--- config.mk ---
export PLATFORM = sky130hd
export DESIGN_NAME = asfifo_top
export DESIGN_NICKNAME = d
export VERILOG_FILES = /design/src/logic/asfifo_mem.v /design/src/logic/asfifo_top.v
export VERILOG_INCLUDE_DIRS = /design/src /design/src/include
export SDC_FILE = /design/constraint.sdc
export NUM_CORES = 1
export LEC_CHECK = 0
export ABC_AREA = 0
export ABC_CLOCK_PERIOD_IN_PS = 10200
export BUFFER_PORTS_ARGS = -buffer_cell sky130_fd_sc_hd__buf_2
export CELL_PAD_IN_SITES_DETAIL_PLACEMENT = 1
export CELL_PAD_IN_SITES_GLOBAL_PLACEMENT = 1
export CORE_UTILIZATION = 58
export CTS_CLUSTER_DIAMETER = 30
export DETAILED_ROUTE_END_ITERATION = 12
export GPL_TIMING_DRIVEN = 0
export PLACE_DENSITY_LB_ADDON = 0.1
export SKIP_LAST_GASP = 1
export SLEW_MARGIN = 40
export SYNTH_ARGS = -nofsm -noshare
export SYNTH_HDL_FRONTEND = slang
export SYNTH_SLANG_ARGS = --single-unit
--- constraint.sdc ---
create_clock -name sys_clk -period 10.2 [get_ports sys_clk]
set_input_delay 0.51 -clock sys_clk [delete_from_list [all_inputs] [get_ports sys_clk]]
set_output_delay 0.51 -clock sys_clk [all_outputs]
set_load 0.02 [all_outputs]
--- src/include/asfifo_regs.vh ---
// Purpose: constants for the stream fifo
// Assumes: single clock, plain Verilog-2005
// Notes:   depths are in words
`ifndef ASFIFO_REGS_VH
`define ASFIFO_REGS_VH
`define ASFIFO_DEPTH_MIN    16
`define ASFIFO_DEPTH_MAX    131072
`define ASFIFO_DEPTH_DEF    16
`define ASFIFO_IMPL_BRAM    0
`define ASFIFO_IMPL_DIST    1
`define ASFIFO_BRAM_EXTRA   0
`define ASFIFO_CLK_HZ       20000000
`endif

--- src/logic/asfifo_mem.v ---
// Purpose: simple dual-port word memory with registered read data
// Assumes: one clock; write and read may hit the same address
// Notes:   read data come out of a register
module asfifo_mem #(
  parameter AW = 4,
  parameter DW = 8
) (
  input  wire          clk,
  input  wire          wr_en,
  input  wire [AW-1:0] wr_addr,
  input  wire [DW-1:0] wr_data,
  input  wire          rd_en,
  input  wire [AW-1:0] rd_addr,
  output reg  [DW-1:0] rd_data_q
);
  reg [DW-1:0] mem_q [0:(1<<AW)-1];

  always @(posedge clk) begin
    if (wr_en) begin
      mem_q[wr_addr] <= wr_data;
    end
    if (rd_en) begin
      rd_data_q <= mem_q[rd_addr];
    end
  end
endmodule

--- src/logic/asfifo_top.v ---
// Purpose: single-clock stream fifo with sideband fields and occupancy count
// Assumes: sys_clk at 20 MHz; upstream and downstream on the same clock
// Notes:   memory read is registered; an output stage holds the head word
`include "asfifo_regs.vh"
module asfifo_top #(
  parameter DEPTH      = `ASFIFO_DEPTH_DEF,
  parameter IMPL       = `ASFIFO_IMPL_BRAM,
  parameter DATA_BYTES = 1,
  parameter DEST_W     = 1,
  parameter ID_W       = 1,
  parameter USER_W     = 1,
  parameter HAS_ARESETN = 1,
  parameter HAS_COUNT  = 1
) (
  input  wire                      sys_clk,
  input  wire                      rst_n,
  input  wire                      aresetn,
  input  wire                      s_tvalid,
  output reg                       s_tready,
  input  wire [DATA_BYTES*8-1:0]   s_tdata,
  input  wire [DATA_BYTES-1:0]     s_tstrb,
  input  wire [DATA_BYTES-1:0]     s_tkeep,
  input  wire                      s_tlast,
  input  wire [DEST_W-1:0]         s_tdest,
  input  wire [ID_W-1:0]           s_tid,
  input  wire [USER_W-1:0]         s_tuser,
  output reg                       m_tvalid,
  input  wire                      m_tready,
  output reg  [DATA_BYTES*8-1:0]   m_tdata,
  output reg  [DATA_BYTES-1:0]     m_tstrb,
  output reg  [DATA_BYTES-1:0]     m_tkeep,
  output reg                       m_tlast,
  output reg  [DEST_W-1:0]         m_tdest,
  output reg  [ID_W-1:0]           m_tid,
  output reg  [USER_W-1:0]         m_tuser,
  output reg  [clog2(DEPTH):0]     data_count
);
  function integer clog2;
    input integer v;
    integer i;
    begin
      clog2 = 0;
      for (i = v - 1; i > 0; i = i >> 1) begin
        clog2 = clog2 + 1;
      end
    end
  endfunction

  // storage geometry; memory rounds up to a power of two of at least 16 words
  localparam AW           = (clog2(DEPTH) < 4) ? 4 : clog2(DEPTH);
  localparam MEM_WORDS    = 1 << AW;
  // realised capacity adds the output stage to the memory
  localparam ACTUAL_DEPTH = MEM_WORDS + 1 + ((IMPL == `ASFIFO_IMPL_BRAM) ? `ASFIFO_BRAM_EXTRA : 0);
  localparam CW           = clog2(DEPTH) + 1;
  localparam DW           = DATA_BYTES * 8;

  // one lane holds a data byte, its strobe bit and its keep bit
  localparam LANE_W       = 10;
  localparam POS_USER     = 0;
  localparam POS_ID       = POS_USER + USER_W;
  localparam POS_DEST     = POS_ID + ID_W;
  localparam POS_LAST     = POS_DEST + DEST_W;
  localparam POS_LANES    = POS_LAST + 1;
  localparam WW           = POS_LANES + DATA_BYTES * LANE_W;

  localparam [AW:0]   FULL_LEVEL = {1'b1, {AW{1'b0}}};
  localparam [AW:0]   PTR_ONE    = {{AW{1'b0}}, 1'b1};
  localparam [AW+1:0] OCC_ONE    = {{(AW+1){1'b0}}, 1'b1};

  // words between two pointers; the extra pointer bit tells full from empty
  function [AW:0] ptr_diff;
    input [AW:0] head;
    input [AW:0] tail;
    begin
      ptr_diff = head - tail;
    end
  endfunction

  // packs one byte lane: keep in bit 0, strobe in bit 1, data above
  function [LANE_W-1:0] lane_pack;
    input [7:0] data;
    input       strobe;
    input       keep;
    begin
      lane_pack = {data, strobe, keep};
    end
  endfunction

  wire                  clr;
  wire                  wr_fire;
  wire                  rd_fire;
  wire                  out_free;
  wire                  fetch;
  wire [AW:0]           mem_used;
  wire                  mem_empty;
  wire [WW-1:0]         wr_word;
  wire [WW-1:0]         rd_word;
  wire [DW-1:0]         rd_tdata;
  wire [DATA_BYTES-1:0] rd_tstrb;
  wire [DATA_BYTES-1:0] rd_tkeep;
  wire                  rd_tlast;
  wire [DEST_W-1:0]     rd_tdest;
  wire [ID_W-1:0]       rd_tid;
  wire [USER_W-1:0]     rd_tuser;

  reg  [AW:0]           wr_ptr_q;
  reg  [AW:0]           wr_ptr_d;
  reg  [AW:0]           rd_ptr_q;
  reg  [AW:0]           rd_ptr_d;
  reg                   rd_pend_q;
  reg                   rd_pend_d;
  reg  [AW+1:0]         occ_q;
  reg  [AW+1:0]         occ_d;
  reg  [AW:0]           level_d;
  reg                   s_tready_d;
  reg                   m_tvalid_d;

  // either reset empties the queue; the global one only when built in
  assign clr       = ~rst_n | ((HAS_ARESETN != 0) & ~aresetn);
  assign wr_fire   = s_tvalid & s_tready;
  assign rd_fire   = m_tvalid & m_tready;
  assign mem_used  = ptr_diff(wr_ptr_q, rd_ptr_q);
  assign mem_empty = (mem_used == {(AW+1){1'b0}});

  // fetch when the output stage will be free and no fetch is in flight
  assign out_free  = ~m_tvalid | rd_fire;
  assign fetch     = ~mem_empty & ~rd_pend_q & out_free & ~clr;

  // byte lanes keep their order in the stored word
  genvar lane;
  generate
    for (lane = 0; lane < DATA_BYTES; lane = lane + 1) begin : g_lane
      wire [LANE_W-1:0] lane_in;
      assign lane_in = lane_pack(s_tdata[lane*8 +: 8], s_tstrb[lane], s_tkeep[lane]);
      assign wr_word[POS_LANES+lane*LANE_W +: LANE_W] = lane_in;
      assign rd_tdata[lane*8 +: 8] = rd_word[POS_LANES+lane*LANE_W+2 +: 8];
      assign rd_tstrb[lane]        = rd_word[POS_LANES+lane*LANE_W+1];
      assign rd_tkeep[lane]        = rd_word[POS_LANES+lane*LANE_W];
    end
  endgenerate

  // sideband fields sit below the lanes
  assign wr_word[POS_LAST]           = s_tlast;
  assign wr_word[POS_DEST +: DEST_W] = s_tdest;
  assign wr_word[POS_ID +: ID_W]     = s_tid;
  assign wr_word[POS_USER +: USER_W] = s_tuser;
  assign rd_tlast = rd_word[POS_LAST];
  assign rd_tdest = rd_word[POS_DEST +: DEST_W];
  assign rd_tid   = rd_word[POS_ID +: ID_W];
  assign rd_tuser = rd_word[POS_USER +: USER_W];

  // both memory styles behave alike; the style choice only steers the build
  // the memory reads only addresses written at an earlier edge
  asfifo_mem #(
    .AW (AW),
    .DW (WW)
  ) u_mem (
    .clk       (sys_clk),
    .wr_en     (wr_fire),
    .wr_addr   (wr_ptr_q[AW-1:0]),
    .wr_data   (wr_word),
    .rd_en     (fetch),
    .rd_addr   (rd_ptr_q[AW-1:0]),
    .rd_data_q (rd_word)
  );

  // next pointer values
  always @* begin
    wr_ptr_d = wr_ptr_q;
    if (wr_fire) begin
      wr_ptr_d = wr_ptr_q + PTR_ONE;
    end
  end

  always @* begin
    rd_ptr_d = rd_ptr_q;
    if (fetch) begin
      rd_ptr_d = rd_ptr_q + PTR_ONE;
    end
  end

  // a fetch puts the head word on the memory output one edge later
  always @* begin
    rd_pend_d = fetch;
  end

  // slots held: memory, word in flight and output stage
  always @* begin
    case ({wr_fire, rd_fire})
      2'b10: begin
        occ_d = occ_q + OCC_ONE;
      end
      2'b01: begin
        occ_d = occ_q - OCC_ONE;
      end
      default: begin
        occ_d = occ_q;
      end
    endcase
  end

  // ready only while the memory keeps a free slot after this edge
  always @* begin
    level_d    = ptr_diff(wr_ptr_d, rd_ptr_d);
    s_tready_d = (level_d != FULL_LEVEL);
  end

  // output stage fills from the memory and empties on the handshake
  always @* begin
    m_tvalid_d = m_tvalid;
    if (rd_pend_q) begin
      m_tvalid_d = 1'b1;
    end else if (rd_fire) begin
      m_tvalid_d = 1'b0;
    end
  end

  // pointers
  always @(posedge sys_clk) begin
    if (clr) begin
      wr_ptr_q <= {(AW+1){1'b0}};
      rd_ptr_q <= {(AW+1){1'b0}};
    end else begin
      wr_ptr_q <= wr_ptr_d;
      rd_ptr_q <= rd_ptr_d;
    end
  end

  // fetch in flight and slot count
  always @(posedge sys_clk) begin
    if (clr) begin
      rd_pend_q <= 1'b0;
      occ_q     <= {(AW+2){1'b0}};
    end else begin
      rd_pend_q <= rd_pend_d;
      occ_q     <= occ_d;
    end
  end

  always @(posedge sys_clk) begin
    if (clr) begin
      s_tready <= 1'b0;
    end else begin
      s_tready <= s_tready_d;
    end
  end

  always @(posedge sys_clk) begin
    if (clr) begin
      m_tvalid <= 1'b0;
    end else begin
      m_tvalid <= m_tvalid_d;
    end
  end

  // head word fields load together, only when a fetched word arrives
  always @(posedge sys_clk) begin
    if (clr) begin
      m_tdata <= {DW{1'b0}};
      m_tstrb <= {DATA_BYTES{1'b0}};
      m_tkeep <= {DATA_BYTES{1'b0}};
      m_tlast <= 1'b0;
      m_tdest <= {DEST_W{1'b0}};
      m_tid   <= {ID_W{1'b0}};
      m_tuser <= {USER_W{1'b0}};
    end else if (rd_pend_q) begin
      m_tdata <= rd_tdata;
      m_tstrb <= rd_tstrb;
      m_tkeep <= rd_tkeep;
      m_tlast <= rd_tlast;
      m_tdest <= rd_tdest;
      m_tid   <= rd_tid;
      m_tuser <= rd_tuser;
    end
  end

  // count of words held, updated at the same edge as each handshake
  always @(posedge sys_clk) begin
    if (clr) begin
      data_count <= {CW{1'b0}};
    end else if (HAS_COUNT != 0) begin
      data_count <= occ_d[CW-1:0];
    end else begin
      data_count <= {CW{1'b0}};
    end
  end
endmodule

==> results of run 1 <==
## power groups by stage
stage               Clock [mW]  Sequential [mW]  Combinational [mW]
CTS                       1.66             1.21              0.0358
global route              1.70             1.21              0.0388
global placement             0             1.23              0.0325
floorplan                    0             1.23              0.0139
finish                    1.63             1.21              0.0357
detailed placement           0             1.23              0.0353
## routing by layer
layer	vias up	GRT usage
li1	2332	-
met1	2870	0.368
met2	247	0.486
met3	52	0.0574
met4	0	0.108
met5	-	0
## final cells by class
class	count	area [sq um]
buffer	24	140
fill	1431	5160
clock buffer	49	1180
tap	229	287
inverter	15	56.3
timing repair buffer	40	203
sequential	270	7790
clock inverter	35	477
multi-input combinational	222	2730
## placed cells by master, fill, tap and decap left out, types with 11 or more instances in the layout
master	Yosys	routed
buf_2	4	44
nor2_1	33	33
mux2i_1	15	15
and2_2	1	13
ha_1	16	16
edfxtp_1	238	238
dfxtp_1	32	32
inv_1	13	13
mux4_2	70	70
a21oi_1	11	11
clkbuf_16	0	47
## state kept, by name (all words and copies together) (netlist names)
register	flops
m_tstrb	1
s_tready	1
m_tkeep	1
u_mem.rd_data_q	14
m_tuser	1
u_mem.mem_q	224
wr_ptr_q	5
m_tid	1
m_tdest	1
m_tvalid	1
rd_pend_q	1
m_tlast	1
occ_q	5
rd_ptr_q	5
m_tdata	8
## synth_stat cells (2+ instances only)
library cell / number / area, sq um
a21oi_1: 11 / 55.1
inv_2: 2 / 7.51
mux2i_1: 15 / 150
xnor2_1: 5 / 43.8
and2_1: 18 / 113
buf_1: 3 / 11.3
a21o_1: 3 / 22.5
edfxtp_1: 238 / 7150
buf_2: 4 / 20.0
nand4_1: 3 / 18.8
nand3_1: 4 / 20.0
nor2b_1: 2 / 12.5
nor3_1: 3 / 15.0
nand2_1: 5 / 18.8
inv_1: 13 / 48.8
clkbuf_1: 10 / 37.5
mux4_2: 70 / 1580
nor2_1: 33 / 124
buf_6: 3 / 33.8
ha_1: 16 / 200
dfxtp_1: 32 / 641
and3_1: 6 / 37.5
xor2_1: 8 / 70.1
buf_4: 2 / 15.0
## critical path: stages (launching register included)
cell	delay, ps
dfxtp_1	330
clkbuf_1	230
buf_1	680
buf_2	500
inv_1	90
ha_1	200
nand2b_1	180
and3_4	200
o211ai_2	300
and3_1	230
clkbuf_2	400
mux2i_1	290
ha_1	290
a21oi_1	400
nor2_1	80
a311o_1	370
o31ai_2	200
o211ai_1	120
a31oi_1	180
## final timing paths
check | cells after the start | slack [ps] | end | from
max | 18 | 4830 | s_tready | rd_ptr_q[1]
min | 1 | 360 | u_mem.mem_q[14][4] | s_tkeep
max reg2reg | 18 | 4830 | s_tready | rd_ptr_q[1]
min reg2reg | 2 | 480 | m_tdata[1] | u_mem.rd_data_q[7]
## cells by family after synthesis
family          synth area share
flops                      0.728
mux                        0.163
xor+xnor                  0.0129
compound gates            0.0185
fa+ha+maj                 0.0206
simple gates              0.0391
buf+inv                   0.0180
==> results.cfg, run 1 <==
[detailed_routing]
met1_length_um = 9990
post_drt_wl_per_cell_um = 28.7
dr_wl_met3_um = 1730
route.met2.wl_um = 13000
dr.pass1.iters = 7
first_iter_violations = 489
final_antenna_net_count = 0
drt-total-wl_um = 25400
drc_errors = 0
top_layer = met4
vias = 5501
routed_via_density = 6.22

[global_route]
grt_pass1_vias = 5864
grt_max_degree = 18
grt_pass1_wl_um = 36900
track_usage = 0.287
grt_antenna_before_repair = 0
overflow = 0

[finish]
area_delta_synth_final_pct = 20.3
drive_above_1_share = 0.348
final_nets = 656
fin_util = 0.714
instances_no_fill = 884
antenna_cells = 0
postLayoutCellArea_sq_um = 12900

[cts]
cts_root_buf = clkbuf_16
clk_pin_slew_ps = 50
clk_latency_ps = 530
hold_buffers = 0
cts-resized-gates = 0
clock-sinks = 270
cts_tree = yes
numCtsBuffers = 47
post_cts_buffers = 0
htreeDepth = 2
clockBufferDepth = 3

[power_and_ir_drop]
comb_power_share = 0.012
p_switching_mw = 0.559
power_frac_seq = 0.420
irDropWorstVdd_uv = 233
p_clk_frac = 0.568
power_density_nw_per_um2 = 224
leakage_nw = 4.36
power_mw = 2.88
swShare = 0.194
power.internal_mw = 2.32

[sta]
rsz0062_at_grt = false
worstMarginPinSlew_ps = 900
finalSetupTns_ps = 0
setup_violations = 0
max_freq_ghz = 0.186
period_minus_slack_ps = 5370
clock_skew_ps = 16.4
hold_viol = 0
slew_headroom = 0.400
timing.hold.ws_ps = 360
finalWorstSetupSlack_ps = 4830
final-max-slew-violation-count = 0
timing.final.crit_share = 0.526

[placed_design]
io_buffers = 39
pre_cts_ws_ps = 4880
gp_congestion = 0.793
placedInstanceArea_sq_um = 11200
place_hpwl_um = 14700
placed_cells = 799

[floorplanning]
dieArea_sq_um = 19000
placementRows = 49
die_y_um = 138
initial_core_util = 0.593
fp.dieW_um = 138
ios = 40
core-area_sq_um = 18000

[worst_setup_path]
start_kind = register
end_kind = register
path_class = register to register
cp_max_fo = 17
cp.arrival_ps = 5810
worstPathRequired_ps = 10640

[yosys]
synthArstFlopShare = 0
seq_area_frac_synth = 0.728
synthesis.area_sq_um = 10700
synth_edf_count = 238
synth_seq_cells = 270
syn-num-nets = 567
yosys_warnings = 0
avgSynthCellArea_sq_um = 20.1
synth.distinct_cells = 46
syn_inst = 531
synth-main-ff-cell = edfxtp_1

[min_path]
hp-class = primary input to register

[outcome]
outcome = complete, no violations

[job]
max-cap-violations = 0
Note: power is estimated with default switching activity, not from simulation.
==> run 2, diff against run 1 <==
Settings changed: ABC_CLOCK_PERIOD_IN_PS 10200 to 5200, CORE_UTILIZATION 58 to 54.
Clock period 10.2 ns to 5.2 ns, I/O delays scaled along.
==> results.cfg, run 2 (synthesized netlist as in run 1, its figures left out) <==
[outcome]
outcome = complete, no violations

[floorplanning]
ios = 40
initial_core_util = 0.549
fp.dieW_um = 143
core-area_sq_um = 19500
die_y_um = 143
placementRows = 51
dieArea_sq_um = 20400

[sta]
period_minus_slack_ps = 4780
setup_violations = 0
clock_skew_ps = 15.6
timing.final.crit_share = 0.920
worstMarginPinSlew_ps = 856
finalWorstSetupSlack_ps = 416
rsz0062_at_grt = false
final-max-slew-violation-count = 0
slew_headroom = 0.429
max_freq_ghz = 0.209
hold_viol = 0

[worst_setup_path]
cpMaxStageDelayCell = buf_2
crit_family = compound AO/OA/AOI/OAI gates
end_kind = register
cp.arrival_ps = 5220
start_kind = register
critPathBufInv = 5
cp_cell_sequence = clkbuf_1 -> buf_2 -> clkbuf_4 -> inv_1 -> ha_1 -> nand2b_1 -> and3_4 -> o211ai_2 -> and3_1 -> buf_2 -> mux2i_1 -> ha_1 -> a21oi_2 -> nor2_1 -> a311o_1 -> o31ai_2 -> o211ai_1 -> a31oi_1
path_class = register to register
max_stage_delay_ps = 370
worstPathRequired_ps = 5640
cp_max_fo = 17

[finish]
area_delta_synth_final_pct = 20.6
drive_above_1_share = 0.349
top_regs = u_mem.mem_q (224), u_mem.rd_data_q (14), m_tdata (8)
largest_reg_flops = 224
antenna_cells = 0
postLayoutCellArea_sq_um = 12900
final_nets = 656
final_cell_mix = edfxtp_1 (238), mux4_2 (70), clkbuf_16 (47)
final_common_cell = edfxtp_1
regMostFlops = u_mem.mem_q

[cts]
clk_pin_slew_ps = 50
clockBufferDepth = 3
hold_buffers = 0
clock-sinks = 270
numCtsBuffers = 47
cts_root_buf = clkbuf_16
cts_tree = yes
clk_latency_ps = 520
post_cts_buffers = 0
htreeDepth = 2

[job]
max-cap-violations = 0

[power_and_ir_drop]
swShare = 0.195
p_switching_mw = 1.09
comb_power_share = 0.012
power.internal_mw = 4.51
power_mw = 5.60
p_clk_frac = 0.565
irDropWorstVdd_uv = 452
power_frac_seq = 0.423
leakage_nw = 4.35
power_density_nw_per_um2 = 434

[placed_design]
gp_congestion = 0.765
io_buffers = 39
pre_cts_ws_ps = -170
place_hpwl_um = 14800
placedInstanceArea_sq_um = 11200

[detailed_routing]
post_drt_wl_per_cell_um = 26.7
first_iter_violations = 444
dr.pass1.iters = 5
drt-total-wl_um = 24600
drc_errors = 0
vias = 5410
routed_via_density = 5.87
final_antenna_net_count = 0

[global_route]
grt_pass1_wl_um = 36400
grt_antenna_before_repair = 1
overflow = 0
track_usage = 0.259
grt_max_degree = 18
grt_pass1_vias = 5769

[min_path]
hp-class = primary input to register
==> run 2: final cells by class <==
| cell class | instances | area [sq um] |
|---|---|---|
| flip-flops and latches | 270 | 7790 |
| fillers | 1620 | 6570 |
| multi-input cells | 222 | 2730 |
| clock buffers | 52 | 1200 |
| clock inverters | 33 | 429 |
| well taps | 265 | 332 |
| repair buffers | 40 | 210 |
| plain buffers | 24 | 143 |
| inverters | 15 | 56.3 |
==> run 2: final timing paths <==
| check | start | endpoint | slack (ps) | cells after the start |
|---|---|---|---|---|
| setup / recovery | rd_ptr_q[1] | s_tready | 420 | 18 |
| hold / removal | s_tid | u_mem.mem_q[13][1] | 110 | 1 |
| setup reg to reg | rd_ptr_q[1] | s_tready | 420 | 18 |
| hold reg to reg | u_mem.rd_data_q[10] | m_tdata[4] | 490 | 2 |
==> run 2: power by group through the flow <==
stage	Combinational, mW	Clock, mW	Sequential [mW]
after global routing	0.0764	3.27	2.37
after CTS	0.0705	3.19	2.37
after global placement	0.0648	0	2.41
after floorplan	0.0273	0	2.41
final	0.0699	3.16	2.37
after detailed placement	0.0701	0	2.41
==> run 2: metrics by stage <==
step | util | hold slack [ps] | setup TNS [ps] | cells
3_5_place_dp | 0.577 | 481 | -170 | 835
2_1_floorplan | - | 359 | 0 | 531
3_3_place_gp | 0.576 | 464 | 0 | 835
5_1_grt | 0.663 | 120 | 0 | 921
4_1_cts | 0.661 | 104 | 0 | 920
6_report | 0.663 | 113 | 0 | 921
==> run 2: repair_timing <==
action	4_1_cts	5_1_grt
setup endpoints to repair	1	1
pin swaps	0	0
resized for setup	1	3
==> run 2: layer usage <==
layer	track usage	wire length, um	vias up
li1	-	-	2325
met1	0.329	9890	2835
met2	0.443	12600	199
met3	0.0573	1460	51
met4	0.0877	639	0
met5	0	0	-
==> run 2: worst reg2reg max path: cells and delay by family, from the launching register on <==
| family | cells | cell delay, ps |
|---|---|---|
| adder cells (fa/ha/maj) | 2 | 500 |
| flip-flops | 1 | 330 |
| multiplexers | 1 | 330 |
| AND/OR/NAND/NOR | 4 | 660 |
| buffers and inverters | 5 | 1430 |
| AO/OA/AOI/OAI | 6 | 1450 |
